===== config.mk =====
export PLATFORM = sky130hd
export DESIGN_NAME = imsc_ctrl
export DESIGN_NICKNAME = d
export VERILOG_FILES = /design/src/rtl/imsc_pkg.sv /design/src/rtl/imsc_sync.sv /design/src/rtl/imsc_sched.sv /design/src/rtl/imsc_ctrl.sv
export SDC_FILE = /design/constraint.sdc
export NUM_CORES = 1
export LEC_CHECK = 0
export BUFFER_PORTS_ARGS = -buffer_cell sky130_fd_sc_hd__buf_2
export CAP_MARGIN = 25
export CORE_ASPECT_RATIO = 0.9
export CORE_MARGIN = 5
export CORE_UTILIZATION = 35
export DETAILED_ROUTE_END_ITERATION = 8
export GPL_TIMING_DRIVEN = 0
export HOLD_SLACK_MARGIN = 0.03
export PLACE_DENSITY_LB_ADDON = 0.12
export SLEW_MARGIN = 0
export SYNTH_ARGS = -nofsm -noshare
export SYNTH_HDL_FRONTEND = slang
export SYNTH_SLANG_ARGS = --single-unit

===== constraint.sdc =====
create_clock -name clk -period 6.6 [get_ports clk]
set_input_delay 0.66 -clock clk [delete_from_list [all_inputs] [get_ports clk]]
set_output_delay 0.66 -clock clk [all_outputs]
set_load 0.02 [all_outputs]

===== src/rtl/imsc_pkg.sv =====
// Constants shared by the interrupt mask and schedule control block
package imsc_pkg;
   localparam int ADDR_W = 5;
   localparam int DATA_W = 16;
   localparam int NUM_UNITS = 4;
   localparam int INPUTS_PER_UNIT = 8;
   localparam int IO_W = 32;
   localparam int NUM_SCHED = 2;
   localparam int STAT_W = 3;
   localparam int DIV_W = 16;

   // Operation and register addresses
   localparam logic [4:0] SET_INTERRUPT_MASK_OP = 5'h00;
   localparam logic [4:0] CLEAR_RECORDED_INTERRUPT_OP = 5'h08;
   localparam logic [4:0] GLOBAL_INTERRUPT_DISABLE_OP = 5'h10;
   localparam logic [4:0] GLOBAL_INTERRUPT_ENABLE_OP = 5'h11;
   localparam logic [4:0] IRQ_STATUS_ADDR = 5'h12;
   localparam logic [4:0] IRQ_MASK_ADDR = 5'h13;
   localparam logic [4:0] CTRL_STATUS_ADDR = 5'h14;
   localparam logic [2:0] FIRST_SCHED_NUM = 3'h4;
   localparam logic [2:0] LAST_SCHED_NUM = 3'h5;

   // Status bit positions
   localparam int STAT_IO_BIT = 0;
   localparam int STAT_SCHED_BIT = 1;
   localparam int STAT_PWR_BIT = 2;

   // Reset values
   localparam logic [31:0] IO_MASK_RST = 32'hFFFFFFFF;
   localparam logic [15:0] INTERVAL_RST = 16'h0000;
   localparam logic GLOBAL_EN_RST = 1'b1;
   localparam logic [2:0] IRQ_MASK_RST = 3'h0;

   // Schedule time base
   localparam int CLK_PERIOD_NS = 4;
   localparam int TICK_UNIT_NS = 100000;
   localparam int TICK_CYCLES = TICK_UNIT_NS / CLK_PERIOD_NS;
endpackage : imsc_pkg


===== src/rtl/imsc_sync.sv =====
// Three-stage input synchroniser with agreement filter and rise detection
`timescale 1ns/1ps
module imsc_sync #(
   parameter int W = 33
) (
   input wire logic clk,
   input wire logic nrst,
   input wire logic [W-1:0] pin_in,
   output logic [W-1:0] level,
   output logic [W-1:0] rise
);
   import imsc_pkg::*;

   typedef struct packed {
      logic [W-1:0] ff1;
      logic [W-1:0] ff2;
      logic [W-1:0] ff3;
      logic [W-1:0] lvl;
      logic [W-1:0] rise;
   } imsc_sync_s;

   imsc_sync_s s;
   imsc_sync_s next_s;

   always_comb begin
      next_s = s;
      next_s.ff1 = pin_in;
      next_s.ff2 = s.ff1;
      next_s.ff3 = s.ff2;
      // Only a level seen by both later stages counts, so a glitch is dropped
      next_s.lvl = (s.ff2 & s.ff3) | (s.lvl & (s.ff2 | s.ff3));
      next_s.rise = next_s.lvl & ~s.lvl;
   end

   always_ff @(posedge clk or negedge nrst) begin
      if (!nrst) begin
         s <= '0;
      end else begin
         s <= next_s;
      end
   end

   assign level = s.lvl;
   assign rise = s.rise;
endmodule : imsc_sync


===== src/rtl/imsc_sched.sv =====
// One scheduled interrupt timer: repeat interval and first-shot delay
`timescale 1ns/1ps
module imsc_sched (
   input wire logic clk,
   input wire logic nrst,
   input wire logic tick,
   input wire logic load_interval,
   input wire logic load_delay,
   input wire logic [imsc_pkg::DATA_W-1:0] wdata,
   output logic [imsc_pkg::DATA_W-1:0] interval,
   output logic [imsc_pkg::DATA_W-1:0] count,
   output logic fire
);
   import imsc_pkg::*;

   typedef struct packed {
      logic [DATA_W-1:0] interval;
      logic [DATA_W-1:0] count;
      logic fire;
   } imsc_sched_s;

   imsc_sched_s s;
   imsc_sched_s next_s;

   always_comb begin
      next_s = s;
      next_s.fire = 1'b0;
      if (load_interval) begin
         // Zero interval keeps the timer stopped, which is the masked state
         next_s.interval = wdata;
         next_s.count = wdata;
      end else if (load_delay) begin
         next_s.count = wdata;
      end else if (tick && s.interval != INTERVAL_RST) begin
         if (s.count <= 16'h0001) begin
            next_s.fire = 1'b1;
            next_s.count = s.interval;
         end else begin
            next_s.count = s.count - 16'h0001;
         end
      end
   end

   always_ff @(posedge clk or negedge nrst) begin
      if (!nrst) begin
         s <= '{interval: INTERVAL_RST, count: INTERVAL_RST, fire: 1'b0};
      end else begin
         s <= next_s;
      end
   end

   assign interval = s.interval;
   assign count = s.count;
   assign fire = s.fire;
endmodule : imsc_sched


===== src/rtl/imsc_ctrl.sv =====
// Interrupt mask, recorded-input latch, schedule and global enable control
//
// Contract
// - After reset every I/O input is masked and both scheduled timers are stopped.
// - A mask-set on unit 0 to 3 writes eight mask bits, 1 masking and 0 unmasking.
// - A mask-set on a scheduled number loads the value as its repeat interval.
// - A mask-read returns the current mask byte or interval of the number.
// - A clear on unit 0 to 3 clears recorded inputs whose data bit is 1 and keeps the rest.
// - A clear on number 4 or 5 loads the delay to the first scheduled shot.
// - Global disable blocks every task except the power-off task, which always runs.
// - Global enable re-allows the blocked tasks and leaves every mask unchanged.
`timescale 1ns/1ps
module imsc_ctrl #(
   parameter int TICK_CYCLES = imsc_pkg::TICK_CYCLES
) (
   input wire logic clk,
   input wire logic nrst,
   input wire logic [imsc_pkg::ADDR_W-1:0] addr,
   input wire logic [imsc_pkg::DATA_W-1:0] wdata,
   input wire logic wr,
   input wire logic rd,
   output logic [imsc_pkg::DATA_W-1:0] rdata,
   input wire logic [imsc_pkg::IO_W-1:0] io_irq_in,
   input wire logic power_off_in,
   input wire logic [imsc_pkg::IO_W-1:0] io_task_ack,
   input wire logic [imsc_pkg::NUM_SCHED-1:0] sched_task_ack,
   input wire logic power_off_task_ack,
   output logic [imsc_pkg::IO_W-1:0] io_task_pend,
   output logic [imsc_pkg::NUM_SCHED-1:0] sched_task_pend,
   output logic power_off_task_pend,
   output logic irq
);
   import imsc_pkg::*;

   typedef struct packed {
      logic [IO_W-1:0] mask;
      logic [IO_W-1:0] rec;
      logic [NUM_SCHED-1:0] sch_rec;
      logic pwr_rec;
      logic glb_en;
      logic [STAT_W-1:0] stat;
      logic [STAT_W-1:0] imask;
      logic [DATA_W-1:0] rdata;
      logic [DIV_W-1:0] div;
      logic tick;
   } imsc_ctrl_s;

   localparam imsc_ctrl_s STATE_RST = '{
      mask: IO_MASK_RST,
      rec: '0,
      sch_rec: '0,
      pwr_rec: 1'b0,
      glb_en: GLOBAL_EN_RST,
      stat: '0,
      imask: IRQ_MASK_RST,
      rdata: '0,
      div: '0,
      tick: 1'b0
   };
   localparam logic [DIV_W-1:0] DIV_LAST = DIV_W'(TICK_CYCLES - 1);

   imsc_ctrl_s s;
   imsc_ctrl_s next_s;

   logic [IO_W-1:0] io_rise;
   logic pwr_rise;
   logic [DATA_W-1:0] sch_interval [NUM_SCHED];
   logic [DATA_W-1:0] sch_count [NUM_SCHED];
   logic [NUM_SCHED-1:0] sch_fire;
   logic [NUM_SCHED-1:0] sch_load_int;
   logic [NUM_SCHED-1:0] sch_load_dly;
   logic [2:0] num;
   logic [1:0] unit;
   logic is_set_op;
   logic is_clr_op;
   logic is_read_op;
   logic [IO_W-1:0] clr_bits;

   // Pins are asynchronous to clk; power-off rides in the top bit
   imsc_sync #(
      .W(IO_W + 1)
   ) u_sync (
      .clk(clk),
      .nrst(nrst),
      .pin_in({power_off_in, io_irq_in}),
      .level(),
      .rise({pwr_rise, io_rise})
   );

   assign num = addr[2:0];
   assign unit = addr[1:0];
   assign is_set_op = wr && addr[4:3] == SET_INTERRUPT_MASK_OP[4:3];
   assign is_clr_op = wr && addr[4:3] == CLEAR_RECORDED_INTERRUPT_OP[4:3];
   assign is_read_op = rd && addr[4:3] == SET_INTERRUPT_MASK_OP[4:3];

   genvar g;
   generate
      for (g = 0; g < NUM_SCHED; g++) begin : g_sched
         assign sch_load_int[g] = is_set_op &&
            num == FIRST_SCHED_NUM + 3'(g);
         assign sch_load_dly[g] = is_clr_op &&
            num == FIRST_SCHED_NUM + 3'(g);
         imsc_sched u_sched (
            .clk(clk),
            .nrst(nrst),
            .tick(s.tick),
            .load_interval(sch_load_int[g]),
            .load_delay(sch_load_dly[g]),
            .wdata(wdata),
            .interval(sch_interval[g]),
            .count(sch_count[g]),
            .fire(sch_fire[g])
         );
      end
   endgenerate

   always_comb begin
      next_s = s;
      clr_bits = '0;

      // Time base divider: one enable pulse per schedule unit
      next_s.tick = 1'b0;
      if (s.div == DIV_LAST) begin
         next_s.div = '0;
         next_s.tick = 1'b1;
      end else begin
         next_s.div = s.div + 16'h0001;
      end

      // Mask-set on an I/O unit
      if (is_set_op && num < FIRST_SCHED_NUM) begin
         next_s.mask[unit*INPUTS_PER_UNIT +: INPUTS_PER_UNIT] =
            wdata[INPUTS_PER_UNIT-1:0];
      end

      // Clear-or-keep on an I/O unit, one data bit per input
      if (is_clr_op && num < FIRST_SCHED_NUM) begin
         clr_bits[unit*INPUTS_PER_UNIT +: INPUTS_PER_UNIT] =
            wdata[INPUTS_PER_UNIT-1:0];
      end

      // Global disable and enable touch only the enable flag
      if (wr && addr == GLOBAL_INTERRUPT_DISABLE_OP) begin
         next_s.glb_en = 1'b0;
      end
      if (wr && addr == GLOBAL_INTERRUPT_ENABLE_OP) begin
         next_s.glb_en = 1'b1;
      end
      if (wr && addr == IRQ_MASK_ADDR) begin
         next_s.imask = wdata[STAT_W-1:0];
      end

      // Latches record edges whatever the mask; a new edge beats a clear
      next_s.rec = (s.rec & ~clr_bits & ~io_task_ack) | io_rise;
      next_s.sch_rec = (s.sch_rec & ~sched_task_ack) | sch_fire;
      next_s.pwr_rec = (s.pwr_rec & ~power_off_task_ack) | pwr_rise;

      // Status bits are cleared by reading them; events win the same cycle
      if (rd && addr == IRQ_STATUS_ADDR) begin
         next_s.stat = '0;
      end
      next_s.stat[STAT_IO_BIT] = next_s.stat[STAT_IO_BIT] | (|io_rise);
      next_s.stat[STAT_SCHED_BIT] = next_s.stat[STAT_SCHED_BIT] |
         (|sch_fire);
      next_s.stat[STAT_PWR_BIT] = next_s.stat[STAT_PWR_BIT] | pwr_rise;

      // Read data stands only in the cycle after the strobe
      next_s.rdata = '0;
      if (is_read_op) begin
         if (num < FIRST_SCHED_NUM) begin
            next_s.rdata = {8'h00,
               s.mask[unit*INPUTS_PER_UNIT +: INPUTS_PER_UNIT]};
         end else if (num == FIRST_SCHED_NUM) begin
            next_s.rdata = sch_interval[0];
         end else if (num == LAST_SCHED_NUM) begin
            next_s.rdata = sch_interval[1];
         end
      end else if (rd) begin
         case (addr)
            IRQ_STATUS_ADDR: next_s.rdata = {13'h0000, s.stat};
            IRQ_MASK_ADDR: next_s.rdata = {13'h0000, s.imask};
            CTRL_STATUS_ADDR: begin
               next_s.rdata = {12'h000, s.glb_en, s.pwr_rec, s.sch_rec};
            end
            default: next_s.rdata = '0;
         endcase
      end
   end

   always_ff @(posedge clk or negedge nrst) begin
      if (!nrst) begin
         s <= STATE_RST;
      end else begin
         s <= next_s;
      end
   end

   // Masks gate only task raising, so nothing recorded is lost while masked
   assign io_task_pend = s.rec & ~s.mask & {IO_W{s.glb_en}};
   assign sched_task_pend = s.sch_rec & {NUM_SCHED{s.glb_en}};
   assign power_off_task_pend = s.pwr_rec;
   assign irq = |(s.stat & s.imask);
   assign rdata = s.rdata;
endmodule : imsc_ctrl


==> results_dict.tcl <==
set metrics [dict create \
    combinationalPowerShare_pct 11.9 \
    regArea_um2 8499 \
    slew_violations 0 \
    cts_setup_buffers 0 \
    grt_pass1_wl_um 57390 \
    design.portCount 145 \
    cp_top_family "buffers and inverters" \
    tritoncts "built" \
    path_buf_inv 6 \
    syn_to_final_growth_pct 19.85 \
    synth_cell_types 60 \
    fillerInstances 3837 \
    cp_max_fo 10 \
    intPower_mw 3.747 \
    leakage_nw 7.579 \
    ys_seq_area_share_pct 61.75 \
    critPathKind "primary input to flip-flop" \
    outcome "finished clean" \
    finClkSkew_ps 21.85 \
    dp_hpwl_um 26360 \
    wire_per_inst_um 18.79 \
    power_density_nw_per_um2 309.9 \
    placed_cells 1878 \
    grt_util_all_layers_pct 17.02 \
    synth-seq-cells 338 \
    layout.nets 1492 \
    ys_warn_count 0 \
    finalCritPeriodShare_pct 53.77 \
    grt_antenna_before_repair 3 \
    worstPathRequired_ps 7000 \
    syn_area_um2 13760 \
    netSwitchingFraction_pct 26.69 \
    clk-insertion-delay-late_ps 540 \
    met2WireLength_um 17070 \
    wl_met3_um 1968 \
    drt_iter0_markers 558 \
    syn_nets 1301 \
    p_clk_share_pct 40.5 \
    cts_root_buf "clkbuf_16" \
    drc_errors 0 \
    pwr-share-seq_pct 47.5 \
    tightestPinTransition_ps 1127 \
    gr-total-overflow 0 \
    grt_pass1_vias 9766 \
    initial_core_util_pct 35.11 \
    drive_gt1_share_pct 19.80 \
    finalHoldViolCount 0 \
    rsz0062_at_grt "false" \
    rows 69 \
    gp_congestion 0.8520 \
    path_cells "buf_2 > clkbuf_1 > inv_1 > ha_1 > clkbuf_1 > clkbuf_1 > nand3_1 > nor2_1 > buf_2 > mux2_1" \
    slew_headroom_pct 24.21 \
    ctsResizeCount 0 \
    synth_async_sr_flop_share_pct 100.0 \
    multiInputGateArea_um2 4757 \
    setup.worst_path.end_class "flip-flop" \
    period_needed_ps 3549 \
    synthCells 1198 \
    dieArea_um2 43390 \
    synth_edf_count 0 \
    clock_sinks 338 \
    setup_tns_ps 0 \
    crit_slowest_cell "nor2_1" \
    grt_max_degree 116 \
    first_pass_iters 5 \
    htree_num_levels 2 \
    cts_buffer_depth 3 \
    synth_area_per_cell_um2 11.49 \
    crit_path_start_kind "primary input" \
    wl_met1_um 16630 \
    die_w_um 219.0 \
    utilization_pct 42.08 \
    hold_path.class "primary input to asynchronous set/reset pin" \
    setup_viol 0 \
    ctsHoldBuffers 0 \
    viasPerCell 4.879 \
    stdcell_count 1947 \
    clkTransAtPathRegs_ps 60 \
    cap_violations 0 \
    worstPathArrival_ps 3950 \
    cts_buffers 38 \
    core_um2 39200 \
    ant_nets 0 \
    switching_power_mw 1.364 \
    synthFlopType "dfrtp_1" \
    crit_path_frequent_cell "clkbuf_1" \
    slowest_delay_ps 690 \
    num_vias 9500 \
    topRoutingLayerUsed "met5" \
    drt_wl_total_um 36580 \
    timing.fmax_ghz 0.2818 \
    fin_hold_ws_ps 35.10 \
    peakVddDrop_mv 0.1577 \
    numPortBuffers 142 \
    die-height_um 198.1 \
]
==> flip-flops by register name, indices dropped and copies added (netlist names), 16 cells and up <==
name and flops:
g_sched.u_sched.interval 32, rdata 16, u_sync.s 33, u_sync.next_s 66, u_sync.level 33, u_sync.rise 33
g_sched.u_sched.count 32, s 90
==> Yosys cell counts, drive strengths merged (5+ instances only) <==
cell / number / area, µm²
a21o: 5 / 37.54
a21oi: 18 / 90.09
a22oi: 23 / 172.7
a31o: 32 / 280.3
and2: 5 / 31.28
and3: 9 / 56.30
and3b: 18 / 157.7
buf: 24 / 176.4
clkbuf: 40 / 150.1
dfrtp: 305 / 7632
dfstp: 33 / 867.1
ha: 10 / 125.1
inv: 48 / 180.2
maj3: 33 / 330.3
mux2: 35 / 394.1
mux2i: 21 / 210.2
mux4: 8 / 180.2
nand2: 201 / 754.5
nand3: 20 / 100.1
nand3b: 13 / 97.59
nand4: 10 / 62.56
nor2: 85 / 319.1
nor3: 15 / 75.07
nor4: 23 / 150.1
o211ai: 10 / 75.07
o21ai: 64 / 320.3
o22ai: 8 / 50.05
or4: 5 / 41.29
xnor2: 26 / 227.7
xor2: 10 / 87.58
==> logic make-up after synthesis <==
group | share of synthesized area [%]
AND/OR/NAND/NOR | 14.31
XOR/XNOR | 2.291
flip-flops | 61.75
buffers and inverters | 3.682
AO/OA/AOI/OAI | 8.955
adder cells (fa/ha/maj) | 3.309
multiplexers | 5.700
==> worst paths after layout <==
check	slack, ps	endpoint	from	depth (start not counted)
max in group asynchronous	5250	u_sync.next_s[101]$_DFF_PN0_	nrst	3
min in group clk	230	u_sync.next_s[106]$_DFF_PN0_	io_irq_in[7]	1
worst min-delay path	40	s[12]$_DFF_PN0_	nrst	1
worst min register to register	350	u_sync.next_s[71]$_DFF_PN0_	u_sync.next_s[104]$_DFF_PN0_	0
worst max register to register	3910	g_sched[0].u_sched.count[1]$_DFFE_PN0P_	g_sched[0].u_sched.count[11]$_DFFE_PN0P_	5
worst max-delay path	3050	g_sched[0].u_sched.interval[8]$_DFFE_PN0P_	addr[1]	10
==> layer usage <==
metal  global-route usage, %  vias up
li1                        -     4523
met1                   23.72     4669
met2                   27.03      244
met3                   3.654       60
met4                   4.953        4
met5                       0        -
==> layout by cell type (no fill, tap or decap), drive strengths merged, types with 26 or more instances in the layout <==
| cell type | n |
|---|---|
| dfrtp | 305 |
| nand2 | 201 |
| buf | 173 |
| clkbuf | 96 |
| nor2 | 85 |
| o21ai | 64 |
| inv | 49 |
| mux2 | 35 |
| maj3 | 33 |
| dfstp | 33 |
| a31o | 32 |
| xnor2 | 26 |
==> metrics by stage <==
stage,power [mW],worst slack (ps),area [µm²]
after floorplan,2.804,3604,13760
after global placement,3.058,-1885,15140
after detailed placement,3.079,2582,15250
after global routing,5.372,2824,16490
final,5.111,3051,16490
after CTS,5.184,3130,16470
==> power by group through the flow <==
stage                     clock [mW]  combinational (mW)  sequential [mW]
after floorplan                    0               0.398             2.41
after global placement             0               0.596             2.46
after detailed placement           0               0.614             2.47
after CTS                       2.14               0.616             2.43
after global routing            2.23               0.686             2.46
final                           2.07               0.611             2.43
==> area by class of cell <==
cell class | instances | area share (%)
diodes | 1 | 0.01517
plain buffers | 64 | 1.980
clock buffers | 54 | 6.797
clock inverters | 11 | 0.6448
inverters | 48 | 1.092
multi-input cells | 748 | 28.84
flip-flops and latches | 338 | 51.53
well taps | 532 | 4.035
repair buffers | 151 | 5.067
Power figures use the tool's default switching activity.
